`config.mk`:
```
export PLATFORM = sky130hd
export DESIGN_NAME = branch_skip_compare_unit
export DESIGN_NICKNAME = d
export VERILOG_FILES = /design/src/flow_pkg.sv /design/src/branch_skip_compare_unit.sv /design/src/compare_flags.sv /design/src/next_word_len.sv
export SDC_FILE = /design/constraint.sdc
export NUM_CORES = 1
export LEC_CHECK = 0
export ABC_AREA = 1
export BUFFER_PORTS_ARGS = -buffer_cell sky130_fd_sc_hd__buf_4
export CORE_MARGIN = 1
export CORE_UTILIZATION = 50
export CTS_BUF_LIST = sky130_fd_sc_hd__clkbuf_4 sky130_fd_sc_hd__clkbuf_8 sky130_fd_sc_hd__clkbuf_16
export CTS_CLUSTER_DIAMETER = 80
export DETAILED_ROUTE_END_ITERATION = 8
export PLACE_DENSITY = 0.68
export SETUP_SLACK_MARGIN = 0.02
export SYNTH_ARGS = -nofsm -noshare
export SYNTH_HDL_FRONTEND = slang
export SYNTH_SLANG_ARGS = --single-unit
```
`constraint.sdc`:
```
create_clock -name CLOCK -period 3.3 [get_ports CLOCK]
set_input_delay 0.495 -clock CLOCK [delete_from_list [all_inputs] [get_ports CLOCK]]
set_output_delay 0.495 -clock CLOCK [all_outputs]
set_load 0.05 [all_outputs]
```
`src/flow_pkg.sv`:
```
// Shared constants, encodings and carriers for the flow unit
package flow_pkg;
  // ----------------------------------------
  // Bus register offsets
  // ----------------------------------------
  localparam logic [7:0] ADR_PC     = 8'h00;
  localparam logic [7:0] ADR_INSTR  = 8'h04;
  localparam logic [7:0] ADR_EXT    = 8'h08;
  localparam logic [7:0] ADR_OPD    = 8'h0C;
  localparam logic [7:0] ADR_OPR    = 8'h10;
  localparam logic [7:0] ADR_PTR    = 8'h14;
  localparam logic [7:0] ADR_STACK  = 8'h18;
  localparam logic [7:0] ADR_FLAGS  = 8'h1C;
  localparam logic [7:0] ADR_STATE  = 8'h20;
  localparam logic [7:0] ADR_PUSHED = 8'h24;
  // ----------------------------------------
  // Status flag positions and reset values
  // ----------------------------------------
  localparam int FL_C = 0;
  localparam int FL_Z = 1;
  localparam int FL_N = 2;
  localparam int FL_V = 3;
  localparam int FL_H = 5;
  localparam int FL_I = 7;
  localparam logic [7:0]  FLAGS_RST = 8'h00;
  localparam logic [15:0] PC_RST    = 16'h0000;
  // State register fields
  localparam int ST_BUSY = 0;
  localparam int ST_BAD  = 1;
  localparam int ST_CYC  = 4;
  // ----------------------------------------
  // Opcode masks and matches
  // ----------------------------------------
  localparam logic [15:0] OP_PTR_CALL = 16'h9509;
  localparam logic [15:0] OP_RET      = 16'h9508;
  localparam logic [15:0] OP_INT_RET  = 16'h9518;
  localparam logic [15:0] M_CALL   = 16'hFE0E;
  localparam logic [15:0] V_CALL   = 16'h940E;
  localparam logic [15:0] M_JMP    = 16'hFE0C;
  localparam logic [15:0] V_JMP    = 16'h940C;
  localparam logic [15:0] M_LDS    = 16'hFC0F;
  localparam logic [15:0] V_LDS    = 16'h9000;
  localparam logic [15:0] M_RR     = 16'hFC00;
  localparam logic [15:0] V_CMP_SKIP   = 16'h1000;
  localparam logic [15:0] V_CP         = 16'h1400;
  localparam logic [15:0] V_CMP_BORROW = 16'h0400;
  localparam logic [15:0] M_IMM        = 16'hF000;
  localparam logic [15:0] V_CMP_CONST  = 16'h3000;
  localparam logic [15:0] M_RBIT   = 16'hFE08;
  localparam logic [15:0] V_SRBL   = 16'hFC00;
  localparam logic [15:0] V_SRBH   = 16'hFE00;
  localparam logic [15:0] M_IOB    = 16'hFF00;
  localparam logic [15:0] V_SIOL   = 16'h9900;
  localparam logic [15:0] V_SIOH   = 16'h9B00;
  localparam logic [15:0] V_BRH    = 16'hF000;
  localparam logic [15:0] V_BRL    = 16'hF400;
  // ----------------------------------------
  // Cycle counts
  // ----------------------------------------
  localparam logic [2:0] CYC_PCALL = 3'h3;
  localparam logic [2:0] CYC_CALL  = 3'h4;
  localparam logic [2:0] CYC_RET   = 3'h4;
  localparam logic [2:0] CYC_ONE   = 3'h1;
  localparam logic [2:0] CYC_TWO   = 3'h2;
  localparam logic [2:0] CYC_THREE = 3'h3;
  // ----------------------------------------
  // Carriers
  // ----------------------------------------
  typedef struct packed {
    logic        cyc;
    logic        stb;
    logic        we;
    logic [7:0]  adr;
    logic [3:0]  sel;
    logic [31:0] dat;
  } wb_req_t;
  typedef enum logic [1:0] {
    S_IDLE = 2'b01,
    S_EXEC = 2'b10
  } fsm_t;
endpackage

```
`src/branch_skip_compare_unit.sv`:
```
// Call, return, compare, skip and branch execution with a Wishbone port
//
// Register access over Wishbone and the address map are this design's own decisions.
`timescale 1ns/100ps
// How it works
// RULE1: Pointer call pushes PC+1 and jumps to pointer, three cycles.
// RULE2: Direct call pushes PC+2 and jumps to the target word.
// RULE3: Both returns load PC from popped stack value, four cycles.
// RULE4: Only interrupt return touches flags, setting the global enable.
// RULE5: Compare-skip-equal skips next instruction on match, no flags.
// RULE6: Register compare subtracts for flags only, nothing written back.
// RULE7: Compare with borrow also subtracts current carry.
// RULE8: Compare with constant subtracts the instruction constant.
// RULE9: Compares update Z N V C H only, in one cycle.
// RULE10: Skip when selected register bit is low.
// RULE11: Skip when selected register bit is high.
// RULE12: I/O bit skips test a port bit low or high, 1/2/3 cycles.
// RULE13: Flag-high branch goes to PC plus offset plus one, 1/2 cycles.
// RULE14: Flag-low branch goes there only when the flag is zero.
// RULE15: Equal and unequal branches test zero flag, no flag change.
// RULE16: Unequal branch with zero flag clear jumps to PC+k+1.
// RULE17: False condition steps one word; skip length follows next word.
module branch_skip_compare_unit (
  input  wire logic             CLOCK,
  input  wire logic             RST_N,
  input  wire flow_pkg::wb_req_t WB_REQ,
  output logic                  WB_ACK_O,
  output logic      [31:0]      WB_DAT_O
);
  import flow_pkg::*;

  // ----------------------------------------
  // Helpers
  // ----------------------------------------
  function automatic logic [15:0] merge16(input logic [15:0] old,
                                          input logic [31:0] d,
                                          input logic [3:0]  sel);
    merge16 = {sel[1] ? d[15:8] : old[15:8], sel[0] ? d[7:0] : old[7:0]};
  endfunction

  function automatic logic hit(input logic [15:0] w,
                               input logic [15:0] m,
                               input logic [15:0] v);
    hit = (w & m) == v;
  endfunction

  // ----------------------------------------
  // Storage
  // ----------------------------------------
  logic [15:0] pc_reg, pc_next;
  logic [15:0] instr_reg;
  logic [15:0] ext_reg;
  logic [7:0]  opd_reg;
  logic [7:0]  opr_reg;
  logic [15:0] ptr_reg;
  logic [15:0] stack_reg;
  logic [7:0]  flags_reg, flags_next;
  logic [15:0] pushed_reg, pushed_next;
  logic        bad_reg, bad_next;
  logic [2:0]  cyc_reg, cyc_next;
  logic [2:0]  cnt_reg;
  logic        go_reg;
  logic        ack_reg;
  logic [31:0] dat_reg;
  fsm_t        state_reg;

  // ----------------------------------------
  // Bus decode
  // ----------------------------------------
  wire req      = WB_REQ.cyc & WB_REQ.stb;
  wire wr_take  = req & WB_REQ.we & ack_reg;
  wire idle     = state_reg == S_IDLE;
  wire wr_pc    = wr_take & idle & (WB_REQ.adr == ADR_PC);
  wire wr_instr = wr_take & idle & (WB_REQ.adr == ADR_INSTR);
  wire wr_ext   = wr_take & (WB_REQ.adr == ADR_EXT);
  wire wr_opd   = wr_take & (WB_REQ.adr == ADR_OPD);
  wire wr_opr   = wr_take & (WB_REQ.adr == ADR_OPR);
  wire wr_ptr   = wr_take & (WB_REQ.adr == ADR_PTR);
  wire wr_stack = wr_take & (WB_REQ.adr == ADR_STACK);
  wire wr_flags = wr_take & idle & (WB_REQ.adr == ADR_FLAGS);

  wire [7:0] state_word = {1'b0, cyc_reg, 2'b00, bad_reg, ~idle};

  logic [31:0] rd_mux;
  always_comb begin
    unique case (WB_REQ.adr)
      ADR_PC:     rd_mux = {16'h0000, pc_reg};
      ADR_INSTR:  rd_mux = {16'h0000, instr_reg};
      ADR_EXT:    rd_mux = {16'h0000, ext_reg};
      ADR_OPD:    rd_mux = {24'h000000, opd_reg};
      ADR_OPR:    rd_mux = {24'h000000, opr_reg};
      ADR_PTR:    rd_mux = {16'h0000, ptr_reg};
      ADR_STACK:  rd_mux = {16'h0000, stack_reg};
      ADR_FLAGS:  rd_mux = {24'h000000, flags_reg};
      ADR_STATE:  rd_mux = {24'h000000, state_word};
      ADR_PUSHED: rd_mux = {16'h0000, pushed_reg};
      default:    rd_mux = 32'h00000000;
    endcase
  end

  // ----------------------------------------
  // Instruction decode
  // ----------------------------------------
  wire op_pcall               = instr_reg == OP_PTR_CALL;
  wire op_call                = hit(instr_reg, M_CALL, V_CALL);
  wire op_ret                 = instr_reg == OP_RET;
  wire op_iret                = instr_reg == OP_INT_RET;
  wire compare_skip_equal_op  = hit(instr_reg, M_RR, V_CMP_SKIP);
  wire op_cp                  = hit(instr_reg, M_RR, V_CP);
  wire compare_with_borrow_op = hit(instr_reg, M_RR, V_CMP_BORROW);
  wire compare_constant_op    = hit(instr_reg, M_IMM, V_CMP_CONST);
  wire op_srbl  = hit(instr_reg, M_RBIT, V_SRBL);
  wire op_srbh  = hit(instr_reg, M_RBIT, V_SRBH);
  wire op_siol  = hit(instr_reg, M_IOB, V_SIOL);
  wire op_sioh  = hit(instr_reg, M_IOB, V_SIOH);
  wire op_brh   = hit(instr_reg, M_RR, V_BRH);
  wire op_brl   = hit(instr_reg, M_RR, V_BRL);

  wire [2:0]  bit_sel  = instr_reg[2:0];
  wire [7:0]  imm      = {instr_reg[11:8], instr_reg[3:0]};
  wire [15:0] offset   = {{9{instr_reg[9]}}, instr_reg[9:3]};
  wire        opr_bit  = opr_reg[bit_sel];
  wire        flag_bit = flags_reg[bit_sel];

  // ----------------------------------------
  // Compare and skip length
  // ----------------------------------------
  wire       is_cmp   = op_cp | compare_with_borrow_op | compare_constant_op;
  wire [7:0] cmp_b    = compare_constant_op ? imm : opr_reg;
  wire       use_c    = compare_with_borrow_op & flags_reg[FL_C];
  wire       chain_z  = ~compare_with_borrow_op | flags_reg[FL_Z];
  logic [7:0] cmp_flags;
  logic       ext_long;

  compare_flags u_cmp (
    .a          (opd_reg),
    .b          (cmp_b),
    .borrow_in  (use_c),
    .chain_zero (chain_z),
    .flags_in   (flags_reg),
    .flags_out  (cmp_flags)
  );

  next_word_len u_len (
    .word      (ext_reg),
    .two_words (ext_long)
  );

  wire skip_op   = compare_skip_equal_op | op_srbl | op_srbh | op_siol | op_sioh;
  wire skip_true = (compare_skip_equal_op & (opd_reg == opr_reg))  // [RULE5]
                 | (op_srbl & ~opr_bit)              // [RULE10]
                 | (op_srbh & opr_bit)               // [RULE11]
                 | (op_siol & ~opr_bit)              // [RULE12]
                 | (op_sioh & opr_bit);              // [RULE12]
  wire br_op     = op_brh | op_brl;
  // Bit 1 selects zero flag for equal and unequal forms
  wire br_true   = (op_brh & flag_bit)               // [RULE13] [RULE15]
                 | (op_brl & ~flag_bit);             // [RULE14] [RULE16]

  wire [15:0] pc_step  = pc_reg + 16'h0001;
  wire [15:0] pc_skip  = pc_reg + (ext_long ? 16'h0003 : 16'h0002);
  wire [15:0] pc_rel   = pc_reg + offset + 16'h0001;
  wire [15:0] pc_after = pc_reg + 16'h0002;

  // ----------------------------------------
  // Result selection
  // ----------------------------------------
  always_comb begin
    pc_next     = pc_step;
    flags_next  = flags_reg;
    pushed_next = pushed_reg;
    cyc_next    = CYC_ONE;
    bad_next    = 1'b0;
    if (op_pcall) begin
      pushed_next = pc_step;                         // [RULE1]
      pc_next     = ptr_reg;                         // [RULE1]
      cyc_next    = CYC_PCALL;                       // [RULE1]
    end else if (op_call) begin
      pushed_next = pc_after;                        // [RULE2]
      pc_next     = ext_reg;                         // [RULE2]
      cyc_next    = CYC_CALL;
    end else if (op_ret | op_iret) begin
      pc_next     = stack_reg;                       // [RULE3]
      cyc_next    = CYC_RET;                         // [RULE3]
      if (op_iret) begin
        flags_next[FL_I] = 1'b1;                     // [RULE4]
      end
    end else if (is_cmp) begin
      flags_next  = cmp_flags;                       // [RULE6] [RULE7] [RULE8] [RULE9]
      cyc_next    = CYC_ONE;                         // [RULE9]
    end else if (skip_op) begin
      if (skip_true) begin
        pc_next   = pc_skip;                         // [RULE17]
        cyc_next  = ext_long ? CYC_THREE : CYC_TWO;  // [RULE5] [RULE12]
      end
    end else if (br_op) begin
      if (br_true) begin
        pc_next   = pc_rel;                          // [RULE13] [RULE16]
        cyc_next  = CYC_TWO;                         // [RULE13]
      end
    end else begin
      bad_next    = 1'b1;
    end
  end

  // ----------------------------------------
  // Wishbone slave
  // ----------------------------------------
  always_ff @(posedge CLOCK) begin
    if (!RST_N) begin
      ack_reg <= 1'b0;
      dat_reg <= 32'h00000000;
    end else begin
      ack_reg <= req & ~ack_reg;
      dat_reg <= rd_mux;
    end
  end

  // ----------------------------------------
  // Operand registers
  // ----------------------------------------
  always_ff @(posedge CLOCK) begin
    if (!RST_N) begin
      instr_reg <= 16'h0000;
      ext_reg   <= 16'h0000;
      opd_reg   <= 8'h00;
      opr_reg   <= 8'h00;
      ptr_reg   <= 16'h0000;
      stack_reg <= 16'h0000;
    end else begin
      if (wr_instr) instr_reg <= merge16(instr_reg, WB_REQ.dat, WB_REQ.sel);
      if (wr_ext)   ext_reg   <= merge16(ext_reg, WB_REQ.dat, WB_REQ.sel);
      if (wr_opd && WB_REQ.sel[0]) opd_reg <= WB_REQ.dat[7:0];
      if (wr_opr && WB_REQ.sel[0]) opr_reg <= WB_REQ.dat[7:0];
      if (wr_ptr)   ptr_reg   <= merge16(ptr_reg, WB_REQ.dat, WB_REQ.sel);
      if (wr_stack) stack_reg <= merge16(stack_reg, WB_REQ.dat, WB_REQ.sel);
    end
  end

  // ----------------------------------------
  // Execution sequencer
  // ----------------------------------------
  always_ff @(posedge CLOCK) begin
    if (!RST_N) begin
      state_reg <= S_IDLE;
      go_reg    <= 1'b0;
      cnt_reg   <= 3'h0;
      cyc_reg   <= 3'h0;
      bad_reg   <= 1'b0;
    end else begin
      go_reg <= wr_instr;
      unique case (state_reg)
        S_IDLE: begin
          if (go_reg) begin
            state_reg <= S_EXEC;
            cnt_reg   <= cyc_next - CYC_ONE;
            cyc_reg   <= cyc_next;
            bad_reg   <= bad_next;
          end
        end
        S_EXEC: begin
          if (cnt_reg == 3'h0) begin
            state_reg <= S_IDLE;
          end else begin
            cnt_reg <= cnt_reg - 3'h1;
          end
        end
        default: state_reg <= S_IDLE;
      endcase
    end
  end

  // ----------------------------------------
  // Architectural state commit
  // ----------------------------------------
  wire commit = (state_reg == S_EXEC) & (cnt_reg == 3'h0);
  logic [15:0] pc_hold;
  logic [7:0]  flags_hold;
  logic [15:0] pushed_hold;

  always_ff @(posedge CLOCK) begin
    if (!RST_N) begin
      pc_hold     <= PC_RST;
      flags_hold  <= FLAGS_RST;
      pushed_hold <= 16'h0000;
    end else if (idle && go_reg) begin
      pc_hold     <= pc_next;
      flags_hold  <= flags_next;
      pushed_hold <= pushed_next;
    end
  end

  always_ff @(posedge CLOCK) begin
    if (!RST_N) begin
      pc_reg     <= PC_RST;
      flags_reg  <= FLAGS_RST;
      pushed_reg <= 16'h0000;
    end else if (commit) begin
      pc_reg     <= pc_hold;
      flags_reg  <= flags_hold;
      pushed_reg <= pushed_hold;
    end else begin
      if (wr_pc) pc_reg <= merge16(pc_reg, WB_REQ.dat, WB_REQ.sel);
      if (wr_flags && WB_REQ.sel[0]) flags_reg <= WB_REQ.dat[7:0];
    end
  end

  // ----------------------------------------
  // Outputs
  // ----------------------------------------
  assign WB_ACK_O = ack_reg;
  assign WB_DAT_O = dat_reg;
endmodule

```
`src/compare_flags.sv`:
```
// Subtract-for-flags unit used by the register, borrow and constant compare forms
`timescale 1ns/100ps
module compare_flags (
  input  wire logic [7:0] a,
  input  wire logic [7:0] b,
  input  wire logic       borrow_in,
  input  wire logic       chain_zero,
  input  wire logic [7:0] flags_in,
  output logic      [7:0] flags_out
);
  import flow_pkg::*;
  wire [7:0] diff = a - b - {7'h00, borrow_in};
  wire       h    = (~a[3] & b[3]) | (b[3] & diff[3]) | (diff[3] & ~a[3]);
  wire       v    = (a[7] & ~b[7] & ~diff[7]) | (~a[7] & b[7] & diff[7]);
  wire       c    = (~a[7] & b[7]) | (b[7] & diff[7]) | (diff[7] & ~a[7]);
  wire       z    = (diff == 8'h00) & chain_zero;
  // Only Z N V C H move; difference is dropped
  always_comb begin
    flags_out       = flags_in;
    flags_out[FL_Z] = z;
    flags_out[FL_N] = diff[7];
    flags_out[FL_V] = v;
    flags_out[FL_C] = c;
    flags_out[FL_H] = h;
  end
endmodule

```
`src/next_word_len.sv`:
```
// Tells whether an instruction word opens a two-word instruction
`timescale 1ns/100ps
module next_word_len (
  input  wire logic [15:0] word,
  output logic             two_words
);
  import flow_pkg::*;
  // Long forms: absolute call, jump, direct load and store
  wire is_call = (word & M_CALL) == V_CALL;
  wire is_jmp  = (word & M_JMP) == V_JMP;
  wire is_lds  = (word & M_LDS) == V_LDS;
  wire is_sts  = (word & M_LDS) == (V_LDS | 16'h0200);
  assign two_words = is_call | is_jmp | is_lds | is_sts;
endmodule

```
### After elaboration in Yosys (flattened, before gate mapping)

Index checks and enable logic that the tools add are counted.

* $add $sub $neg: 9
* magnitude comparators: 1
* equality and inequality tests: 32
* muxes and demuxes: 50
* bitwise operators: 62
* reductions and logical operators: 25

Operators with widths (number)
* 2-to-1 mux 16 bit: 12
* case mux 16 bit (10 select lines): 1
* 2-to-1 mux 8 bit: 7
* == test 16 bit, second input constant: 3
* adder 16 x 1 -> 16 bit, second input constant: 2
* AND 1 bit: 32
* == test 8 x 5 -> 1 bit, second input constant: 4
* == test 8 bit, second input constant: 4
* == test 10 bit, second input constant: 3
* 2-to-1 mux 3 bit: 8
* AND reduction 2 bit: 12
* bitwise OR 1 bit: 21
* adder 16 bit: 1
* adder 16 x 2 -> 16 bit: 1
* adder 16 x 2 -> 16 bit, second input constant: 1
* == test 8 x 4 -> 1 bit, second input constant: 2
* == test 8 x 6 -> 1 bit, second input constant: 2
* zero test 8 bit: 2
* == test 6 x 3 -> 1 bit, second input constant: 2
* == test 6 bit, second input constant: 2
* 2-to-1 mux 1 bit: 12
* 2-to-1 mux 6 bit: 2
* nonzero test 2 bit: 5
* == test 9 bit, second input constant: 1
* other kinds (19): 37

* register bits after elaboration: 203
* input bits: 49
* output and inout port bits: 33
* logic and storage cells: 203

### Depth between registers and ports, before layout

Gate-level depths: netlist of run 1.

* depth after elaboration: 17
* gate-level depth with buffers: 19
* mapped depth without buffers: 19

### Hierarchy

Synthesis of run 1 repeated with hierarchy kept, for this count alone.

* cell total of the unflattened synthesis: 1784
* area total of the unflattened synthesis: 12026.5 µm²

Modules (own cells, without submodules)
* branch_skip_compare_unit: instances 1, cells an instance 1650, area an instance 11265.8 µm²
* compare_flags: instances 1, cells an instance 119, area an instance 698.2 µm²
* next_word_len: instances 1, cells an instance 15, area an instance 62.6 µm²

### Least setup slack after synthesis of run 1

No wires, ideal clock.

* path kind: reg-to-reg
* start point: reg instr_reg[12]
* end point: reg flags_hold[1]
* setup time: 70 ps
* arrival time: 2768 ps
* data required time: 3230 ps
* path slack: 463 ps
* cell stages (with the launch flop): 15
* path buffers: 1
* clock period less this slack: 2837 ps
* path through: dfxtp_1 -> nand2_1 -> nor3_2 -> clkbuf_1 -> o21ai_0 -> fa_1 -> fa_1 -> o21ai_0 -> nor3_1 -> nand2_1 -> a21oi_1 -> nand2_1 -> a211oi_1 -> nand4_1 -> a21oi_1

* longest elaborated chain between the ends: 10

RTL lines
* from (decl): line branch_skip_compare_unit.sv:51 `logic [15:0] instr_reg;`
* from (signal assigned): line branch_skip_compare_unit.sv:231 `if (wr_instr) instr_reg <= merge16(instr_reg, WB_REQ.dat, WB_REQ.sel);`
* == test 4 x 2 -> 1 bit: line branch_skip_compare_unit.sv:44 `hit = (w & m) == v;`
* 2-to-1 mux 8 bit: line branch_skip_compare_unit.sv:129 `wire [7:0] cmp_b = compare_constant_op ? imm : opr_reg;`
* subtractor 8 bit: line compare_flags.sv:12 `wire [7:0] diff = a - b - {7'h00, borrow_in};`
* subtractor 8 x 1 -> 8 bit: line compare_flags.sv:12
* zero test 8 bit: line compare_flags.sv:16 `wire z = (diff == 8'h00) & chain_zero;`
* AND 1 bit: line compare_flags.sv:16
* 2-to-1 mux 6 bit: line branch_skip_compare_unit.sv:188 `end else if (is_cmp) begin`
* 2-to-1 mux 6 bit: line branch_skip_compare_unit.sv:182 `end else if (op_ret | op_iret) begin`
* 2-to-1 mux 8 bit: line branch_skip_compare_unit.sv:178 `end else if (op_call) begin`
* 2-to-1 mux 8 bit *: line branch_skip_compare_unit.sv:174 `if (op_pcall) begin`
* to (signal assigned): line branch_skip_compare_unit.sv:288 `flags_hold <= flags_next;`
* to (decl): line branch_skip_compare_unit.sv:278 `logic [7:0] flags_hold;`

Every way passes the cells marked *; elsewhere a longest branch is shown, timed or not.
A chain may end at the register's enable or synchronous reset.

### Worst setup path after layout of run 1

* start point: reg instr_reg[10]
* end point: reg flags_hold[1]

* longest elaborated chain between the ends: 9

RTL lines (line)
* 2-to-1 mux 8 bit / == test 6 x 1 -> 1 bit (equally long branches): branch_skip_compare_unit.sv:129, branch_skip_compare_unit.sv:44
* subtractor 8 bit / AND 1 bit (equally long branches): compare_flags.sv:12, branch_skip_compare_unit.sv:130
* subtractor 8 x 1 -> 8 bit: compare_flags.sv:12
* zero test 8 bit: compare_flags.sv:16
* AND 1 bit: compare_flags.sv:16
* 2-to-1 mux 6 bit: branch_skip_compare_unit.sv:188
* 2-to-1 mux 6 bit: branch_skip_compare_unit.sv:182
* 2-to-1 mux 8 bit: branch_skip_compare_unit.sv:178
* 2-to-1 mux 8 bit *: branch_skip_compare_unit.sv:174

Marks and branches as above.

==> metrics.md, run 1 <==
| Metric | Value |
|---|---|
| Outcome | completed |
| Cell Area, Synth | 11,530 sq um |
| Max Cap Viol | 0 |
| Switching power | 1140 uW |
| Die area | roughly 24,000 sq um |
| Total CTS buffers | 17 |
| Clock power frac | 46.1% |
| Worst-Skew Late Latency | about 0.45 ns |
| Int Pwr | 3363 uW |
| Starting Density | 50.94% |
| CTS hold repair buffers | 0 |
| F_max | 328.4 MHz |
| Sequential cell area | 3744 sq um |
| Layout Skew | 0.01239 ns |
| Total clock sinks | 187 |
| Setup TNS Final | 0 ns |
| Final Slew Violations | 0 |
| Bufs on Longest Clock Path | 2 |
| Synth Instances | 1,703 |
| Distinct cells, synth | 54 |
| Type of the tightest min-delay check | input port to flip-flop |
| Detail Placement HPWL | 30,440 um |
| Sw Share | 25.32% |
| Number of synthesized flops with an enable pin | 0 |
| Kind of critical path | flip-flop to flip-flop |
| Critical-path cell list | inv_2 > nor2_8 > nand3_1 > nor2_1 > fa_1 > inv_1 > ha_1 > xor2_1 > nor3_1 > nand2_1 > a21oi_1 > nand2_1 > a211oi_1 > nand4_1 > a21oi_1 |
| Buf/Inv on CP | 2 |
| RSZ-0062 raised after global routing | false |
| Worst-Margin Slew | 0.8719 ns |
| Static leakage | 0.005383 uW |
| Seq/Total Area, Yosys | 32.46% |
| First-pass DRT Iterations | 6 |
| Period Utilization, post-route | 92.26% |
| Vias | 12,260 |
| Die W | 153.9 um |
| Finish-stage setup viols | 0 |
| Fin crit period | 3.045 ns |
| Grt ovf | 0 |
| Remaining DRCs | 0 |
| Die Y-Extent | ~150 um |
| Root Driver | clkbuf_16 |
| Routed wire per std cell | 20.51 um |
| Area of the multi-input gates | 6514 sq um |
| Final nets | around 1,800 |
| Placed Area | 12,130 sq um |
| Placer Congestion | just over 1 |
| Setup bufs post-CTS | 0 |
| Max stage delay on crit path | 0.51 ns |
| Hold Fails Final Rpt | 0 |
| Critical-path maximum fanout | 6 |
| Fill cell count | 2,260 |
| Initial antenna violation count | 0 |
| GR Util All Layers | 35.11% |
| Worst EP arrival | 3.43 ns |
| Combinational power share | 3.8% |
| Crit path max-delay family | simple AND/OR/NAND/NOR gates |
| CTS tree | done |
| Slew HR | about two fifths |
| Crit path launch type | flip-flop |
| Critical path's slowest cell | dfxtp_1 |
| Worst Setup End Kind | flip-flop |
| Port Buffer Count | 47 |
| Syn avg cell area | 6.772 sq um |
| Worst Path Required | 3.68 ns |
| Post-route cell area | roughly 13,000 sq um |
| Vias per Instance | roughly 6.0 |
| Row Count | 55 |
| Routed WL | 41,700 um |
| # diodes | 0 |
| VDD IR max | 324.5 uV |
| Vias in the first global route | 11,060 |
| Post-route ant nets | 0 |
| Largest net degree at the start of global routing | just under 70 |
| H-tree depth | 4 |
| Drt initial violations | approximately 1,700 |
| First-pass GRT wire length | roughly 63,000 um |
| Area Growth Syn to Fin | 10.41% |
| Layout cells sized above 1 | 10.53% |
| Asr flop ratio synth | 0% |
| Sequential power share | about half |
| Most used DFF post-synth | dfxtp_1 |
| YS warnings | 0 |
| P per Cell Area | around 350 nW/um^2 |
| Ports | 82 |
| Synthesized flop and latch total | 187 |
| Clock Pin Slew Worst Setup and Hold Paths | 0.08 ns |
| Core footprint | 22,640 sq um |
-- through the flow --
step,hold slack (ns),std cells,util [%],setup slack (ns),power [uW]
5_1_grt,0.3161,2033,56.25,0.06572,4606
3_5_place_dp,0.4297,2002,53.59,0.1280,2477
6_report,0.3024,2033,56.25,0.2553,4504
4_1_cts,0.3015,2033,56.16,0.1019,4502
2_1_floorplan,0.4300,1718,-,0.4625,2426
3_3_place_gp,0.4240,2002,53.59,0.1992,2476
-- logic make-up after synthesis --
logic type / Yosys count / share of synthesized area (%)
AO/OA/AOI/OAI: 499 / 24.50
adder cells (fa/ha/maj): 38 / 4.318
AND/OR/NAND/NOR: 613 / 23.33
buffers and inverters: 317 / 11.72
flip-flops: 187 / 32.46
other: 1 / 0.03251
XOR/XNOR: 48 / 3.645
-- power by group through the flow --
stage	Combinational, uW	Clock (uW)	Sequential (uW)
after detailed placement	168	0	2310
final	173	2080	2250
after global placement	168	0	2310
after CTS	169	2080	2260
after global routing	182	2170	2250
after floorplan	116	0	2310
-- layer usage --
metal,up-vias,GRT usage [%],share of wire [%]
li1,5766,-,-
met1,5605,49.48,42
met2,763,51.26,42
met3,130,8.061,13
met4,0,14.62,4.0
met5,-,0,0
-- cell type report --
class	count	share of cell area (%)
inverters	223	6.593
clock inverters	14	1.238
multi-input cells	1214	51.15
well taps	285	2.800
clock buffers	17	3.341
repair buffers	93	5.482
flip-flops and latches	187	29.40
-- Yosys cell counts, types with 12 or more instances --
library cell	instances	share of area [%]
nand2_1	332	11
a21oi_1	207	9.0
inv_1	206	6.7
dfxtp_1	187	32
o21ai_0	162	7.0
nor2_1	114	3.7
nand3_1	71	3.1
clkbuf_1	39	1.3
xor2_1	39	3.0
ha_1	35	3.8
nand4_1	35	1.9
buf_2	27	1.2
o22ai_1	26	1.4
nor3_1	21	0.91
buf_4	19	1.2
a221oi_1	18	1.4
a31oi_1	15	0.81
inv_2	15	0.49
a32oi_1	14	1.1
a211oi_1	12	0.78
-- tightest hold or removal path, delay by kind of cell --
| kind | cells | cell delay [ns] |
|---|---|---|
| AND/OR/NAND/NOR | 2 | 0.10 |
| buffers and inverters | 1 | 0.11 |
-- cell usage in the layout, fill, tap and decap left out, drive strengths merged, types with 3 or more instances in the layout --
master / instances
o211ai: 10
dfxtp: 187
a32oi: 14
clkbuf: 17
o22ai: 26
inv: 228
or2: 6
a21oi: 213
o221ai: 4
a211oi: 12
nor2: 127
xor2: 39
a31oi: 15
o2111ai: 3
clkinv: 5
o21bai: 6
nand4: 35
nor3: 29
conb: 16
fa: 3
xnor2: 9
nand3: 72
ha: 35
nand2: 338
clkinvlp: 3
o21ai: 170
buf: 93
a221oi: 18
-- final timing paths --
kind,to,start,slack [ns],cells after the start
worst min-delay path,WB_ACK_O,WB_REQ[45],0.30,3
worst max register to register,flags_hold[1],instr_reg[10],0.26,15
worst max-delay path,flags_hold[1],instr_reg[10],0.26,15
worst min register to register,WB_ACK_O,WB_ACK_O,0.44,1
-- timing repair --
action	CTS	global route
setup endpoints to repair	0	6
hold endpoints to repair	0	0
gates resized for setup	0	4
(Power assumes the default switching activity.)
==> run 2: changes to the inputs <==
--- a/config.mk
+++ b/config.mk
@@ -12,7 +12,7 @@
 export CTS_BUF_LIST = sky130_fd_sc_hd__clkbuf_4 sky130_fd_sc_hd__clkbuf_8 sky130_fd_sc_hd__clkbuf_16
 export CTS_CLUSTER_DIAMETER = 80
 export DETAILED_ROUTE_END_ITERATION = 8
-export PLACE_DENSITY = 0.68
+export PLACE_DENSITY = 0.71
 export SETUP_SLACK_MARGIN = 0.02
 export SYNTH_ARGS = -nofsm -noshare
 export SYNTH_HDL_FRONTEND = slang
==> constraint.sdc (replaced) <==
create_clock -name CLOCK -period 2.65 [get_ports CLOCK]
set_input_delay 0.3975 -clock CLOCK [delete_from_list [all_inputs] [get_ports CLOCK]]
set_output_delay 0.3975 -clock CLOCK [all_outputs]
set_load 0.05 [all_outputs]
==> run 2 against run 1 <==
  * The flow now finishes with violations (negative setup slack)
  * Critical path depth is 2 lower
  * Setup slack worse by 0.27 ns
  * Maximum frequency is 14% higher
  * Utilization is 3.7 points higher
  * Sequential share of layout area is 1.8 points lower
  * Sequential power is 25% higher
  * Power is 25% higher
==> metrics.md, run 2 (synthesized netlist as in run 1, its figures left out) <==
| Metric | Value |
|---|---|
| Outcome | complete, but fails checks (was completed) |
| Violated checks | negative setup slack |
| Crit path launch type | flip-flop (unchanged) |
| First-pass GRT wire length | 64,880 um (was 63,200 um) |
| Total CTS buffers | 17 (unchanged) |
| Detail Placement HPWL | 31,290 um (was 30,440 um) |
| Commonest non-fill, non-tap cell in the layout | nand2_1 (unchanged) |
| Vias in the first global route | 11,490 (was 11,060) |
| Largest net degree at the start of global routing | 57 (was 69) |
| R2R cell count | 13 (was 15) |
| Crit path max-delay family | adder cells (was simple AND/OR/NAND/NOR gates) |
| CTS tree | done (unchanged) |
| Hold Fails Final Rpt | 0 (unchanged) |
| Static leakage | 0.005788 uW (was 0.005383 uW) |
| Layout Skew | 0.01105 ns (was 0.01239 ns) |
| Area Growth Syn to Fin | 17.74% (was 10.41%) |
| Fin crit period | 2.666 ns (was 3.045 ns) |
| Period Utilization, post-route | 100.6% (was 92.26%) |
| Placer Congestion | 1.042 (was 1.034) |
| Post-route ant nets | 0 (unchanged) |
| GR Util All Layers | 35.77% (was 35.11%) |
| Critical-path cell list | nand2_4 > nor3_4 > o21ai_2 > fa_2 > fa_2 > o21ai_2 > nor3_2 > nand2_1 > a21oi_2 > nand2_1 > a211oi_2 > nand4_1 > a21oi_1 (was inv_2 > nor2_8 > nand3_1 > nor2_1 > fa_1 > inv_1 > ha_1 > xor2_1 > nor3_1 > nand2_1 > a21oi_1 > nand2_1 > a211oi_1 > nand4_1 > a21oi_1) |
| Worst R2R Setup Slack | -0.02 ns (was 0.26 ns) |
| CTS hold repair buffers | 0 (unchanged) |
| Worst hold endpoint | WB_ACK_O (unchanged) |
| Row Count | 55 (unchanged) |
| HP Start | WB_REQ[45] (unchanged) |
| Finish-stage setup viols | 2 (was 0) |
| Type of the tightest min-delay check | input port to flip-flop (unchanged) |
| Die area | 23,680 sq um (unchanged) |
| Bufs on Longest Clock Path | 2 (unchanged) |
| Slew HR | 43.69% (was 41.88%) |
| Core footprint | 22,640 sq um (unchanged) |
| F_max | 375.1 MHz (was 328.4 MHz) |
| Worst r2r src | instr_reg[13] (was instr_reg[10]) |
| Final Slew Violations | 0 (unchanged) |
| Initial antenna violation count | 1 (was 0) |
| # diodes | 0 (unchanged) |
| Fill cell count | 2,087 (was 2,260) |
| Ports | 82 (unchanged) |
| H-tree depth | 4 (unchanged) |
| First-pass DRT Iterations | 6 (unchanged) |
| Vias per Instance | 6.031 (was 6.032) |
| Clock Pin Slew Worst Setup and Hold Paths | 0.08 ns (about the same) |
| Die Y-Extent | 153.9 um (unchanged) |
| Drt initial violations | 1,681 (was 1,685) |
| Buf/Inv on CP | 0 (was 2) |
| Post-route setup slack | -0.01616 ns (was 0.2553 ns) |
| Hold path depth | 3 (unchanged) |
| P per Cell Area | 416.2 nW/um^2 (was 353.6 nW/um^2) |
| Root Driver | clkbuf_16 (unchanged) |
| Most frequent cells in the layout | nand2_1 (324), a21oi_1 (204), inv_1 (187) (was nand2_1 (332), a21oi_1 (207), inv_1 (205)) |
| Routed WL | 42,270 um (was 41,700 um) |
| Worst Path Required | 3.04 ns (was 3.68 ns) |
| Worst r2r dst | flags_hold[1] (unchanged) |
| Total clock sinks | 187 (unchanged) |
| Max stage delay on crit path | 0.53 ns (was 0.51 ns) |
| Kind of critical path | flip-flop to flip-flop (unchanged) |
| Routed wire per std cell | 20.13 um (was 20.51 um) |
| Die W | 153.9 um (unchanged) |
| Starting Density | 50.94% (unchanged) |
| Worst path depth | 13 (was 15) |
| Grt ovf | 0 (unchanged) |
| Max Cap Viol | 0 (unchanged) |
| RSZ-0062 raised after global routing | true (was false) |
| Worst-Margin Slew | 0.8447 ns (was 0.8719 ns) |
| Post-route cell area | 13,580 sq um (was 12,730 sq um) |
| Worst Setup End Kind | flip-flop (unchanged) |
| Critical path's slowest cell | fa_2 (was dfxtp_1) |
| Layout cells sized above 1 | 17.63% (was 10.53%) |
| Placed Area | 12,640 sq um (was 12,130 sq um) |
| Vias | 12,670 (was 12,260) |
| Remaining DRCs | 0 (unchanged) |
| Critical-path maximum fanout | 3 (was 6) |
| Worst EP arrival | 3.05 ns (was 3.43 ns) |
| Worst-Skew Late Latency | 0.45 ns (about the same) |
| Final nets | 1,889 (was 1,823) |
| Hold_ws | 0.1937 ns (was 0.3024 ns) |
| VDD IR max | 454.9 uV (was 324.5 uV) |
| Port Buffer Count | 47 (unchanged) |
[run 2: cell count changes in the layout (fill, tap and decap cells not counted), sizes merged]
| cell | delta |
|---|---|
| clkinvlp | -1 |
| buf | +66 |
| clkinv | +2 |
[run 2: timing repair]
item                       in CTS  in global routing
setup buffers                   2                  3
pin swaps                       5                 37
resized for setup              16                 76
setup endpoints to repair      11                 17
[run 2: cell type report]
class | instances | area [sq um] | share of cell area [%]
Clock buffer | 17 | 425.4 | 3.133
Clock inverter | 15 | 177.7 | 1.308
Inverter | 223 | 842.1 | 6.201
Multi-Input combinational cell | 1214 | 6784 | 49.96
Sequential cell | 187 | 3752 | 27.63
Tap cell | 285 | 356.6 | 2.626
Timing Repair Buffer | 159 | 1241 | 9.140
[run 2: power breakdown]
| part | internal (uW) | switching, uW | total, uW |
|---|---|---|---|
| sequential | 2810 | 0.547 | 2810 |
| clock | 1350 | 1270 | 2620 |
| combinational | 56.6 | 168 | 224 |
[run 2: through the flow]
step           power (uW)  instances  setup WS, ns   TNS (ns)  utilization (%)
6_report             5651       2100      -0.01616   -0.03071            59.98
5_1_grt              5802       2100       -0.2172    -0.7133            59.98
4_1_cts              5651       2098     -0.002699  -0.002699            58.82
3_5_place_dp         3092       2064       -0.1280    -0.4054            55.82
3_3_place_gp         3092       2064      -0.08021    -0.1425            55.82
2_1_floorplan        3021       1718      -0.02225   -0.02225                -
[run 2: worst max path at each step]
stage / start / end
final: instr_reg[13] / flags_hold[1]
after global routing: instr_reg[13] / flags_hold[2]
after CTS: instr_reg[14] / flags_hold[2]
after detailed placement: instr_reg[13] / flags_hold[1]
after global placement: instr_reg[13] / flags_hold[1]
after floorplan: instr_reg[12] / flags_hold[1]
[run 2: worst reg2reg max path, cell delays in order, from the launching register on]
cell      delay (ns)
dfxtp_2         0.35
nand2_4         0.06
nor3_4          0.26
o21ai_2         0.11
fa_2            0.38
fa_2            0.53
o21ai_2         0.05
nor3_2          0.16
nand2_1         0.08
a21oi_2         0.10
nand2_1         0.07
a211oi_2        0.20
nand4_1         0.10
a21oi_1         0.14
[run 2: routing by layer]
layer	share of wire, %	global-route usage, %	vias up
li1	-	-	5891
met1	41	49.07	5749
met2	42	53.81	867
met3	12	8.258	156
met4	4.6	14.86	2
met5	0.019	0	-
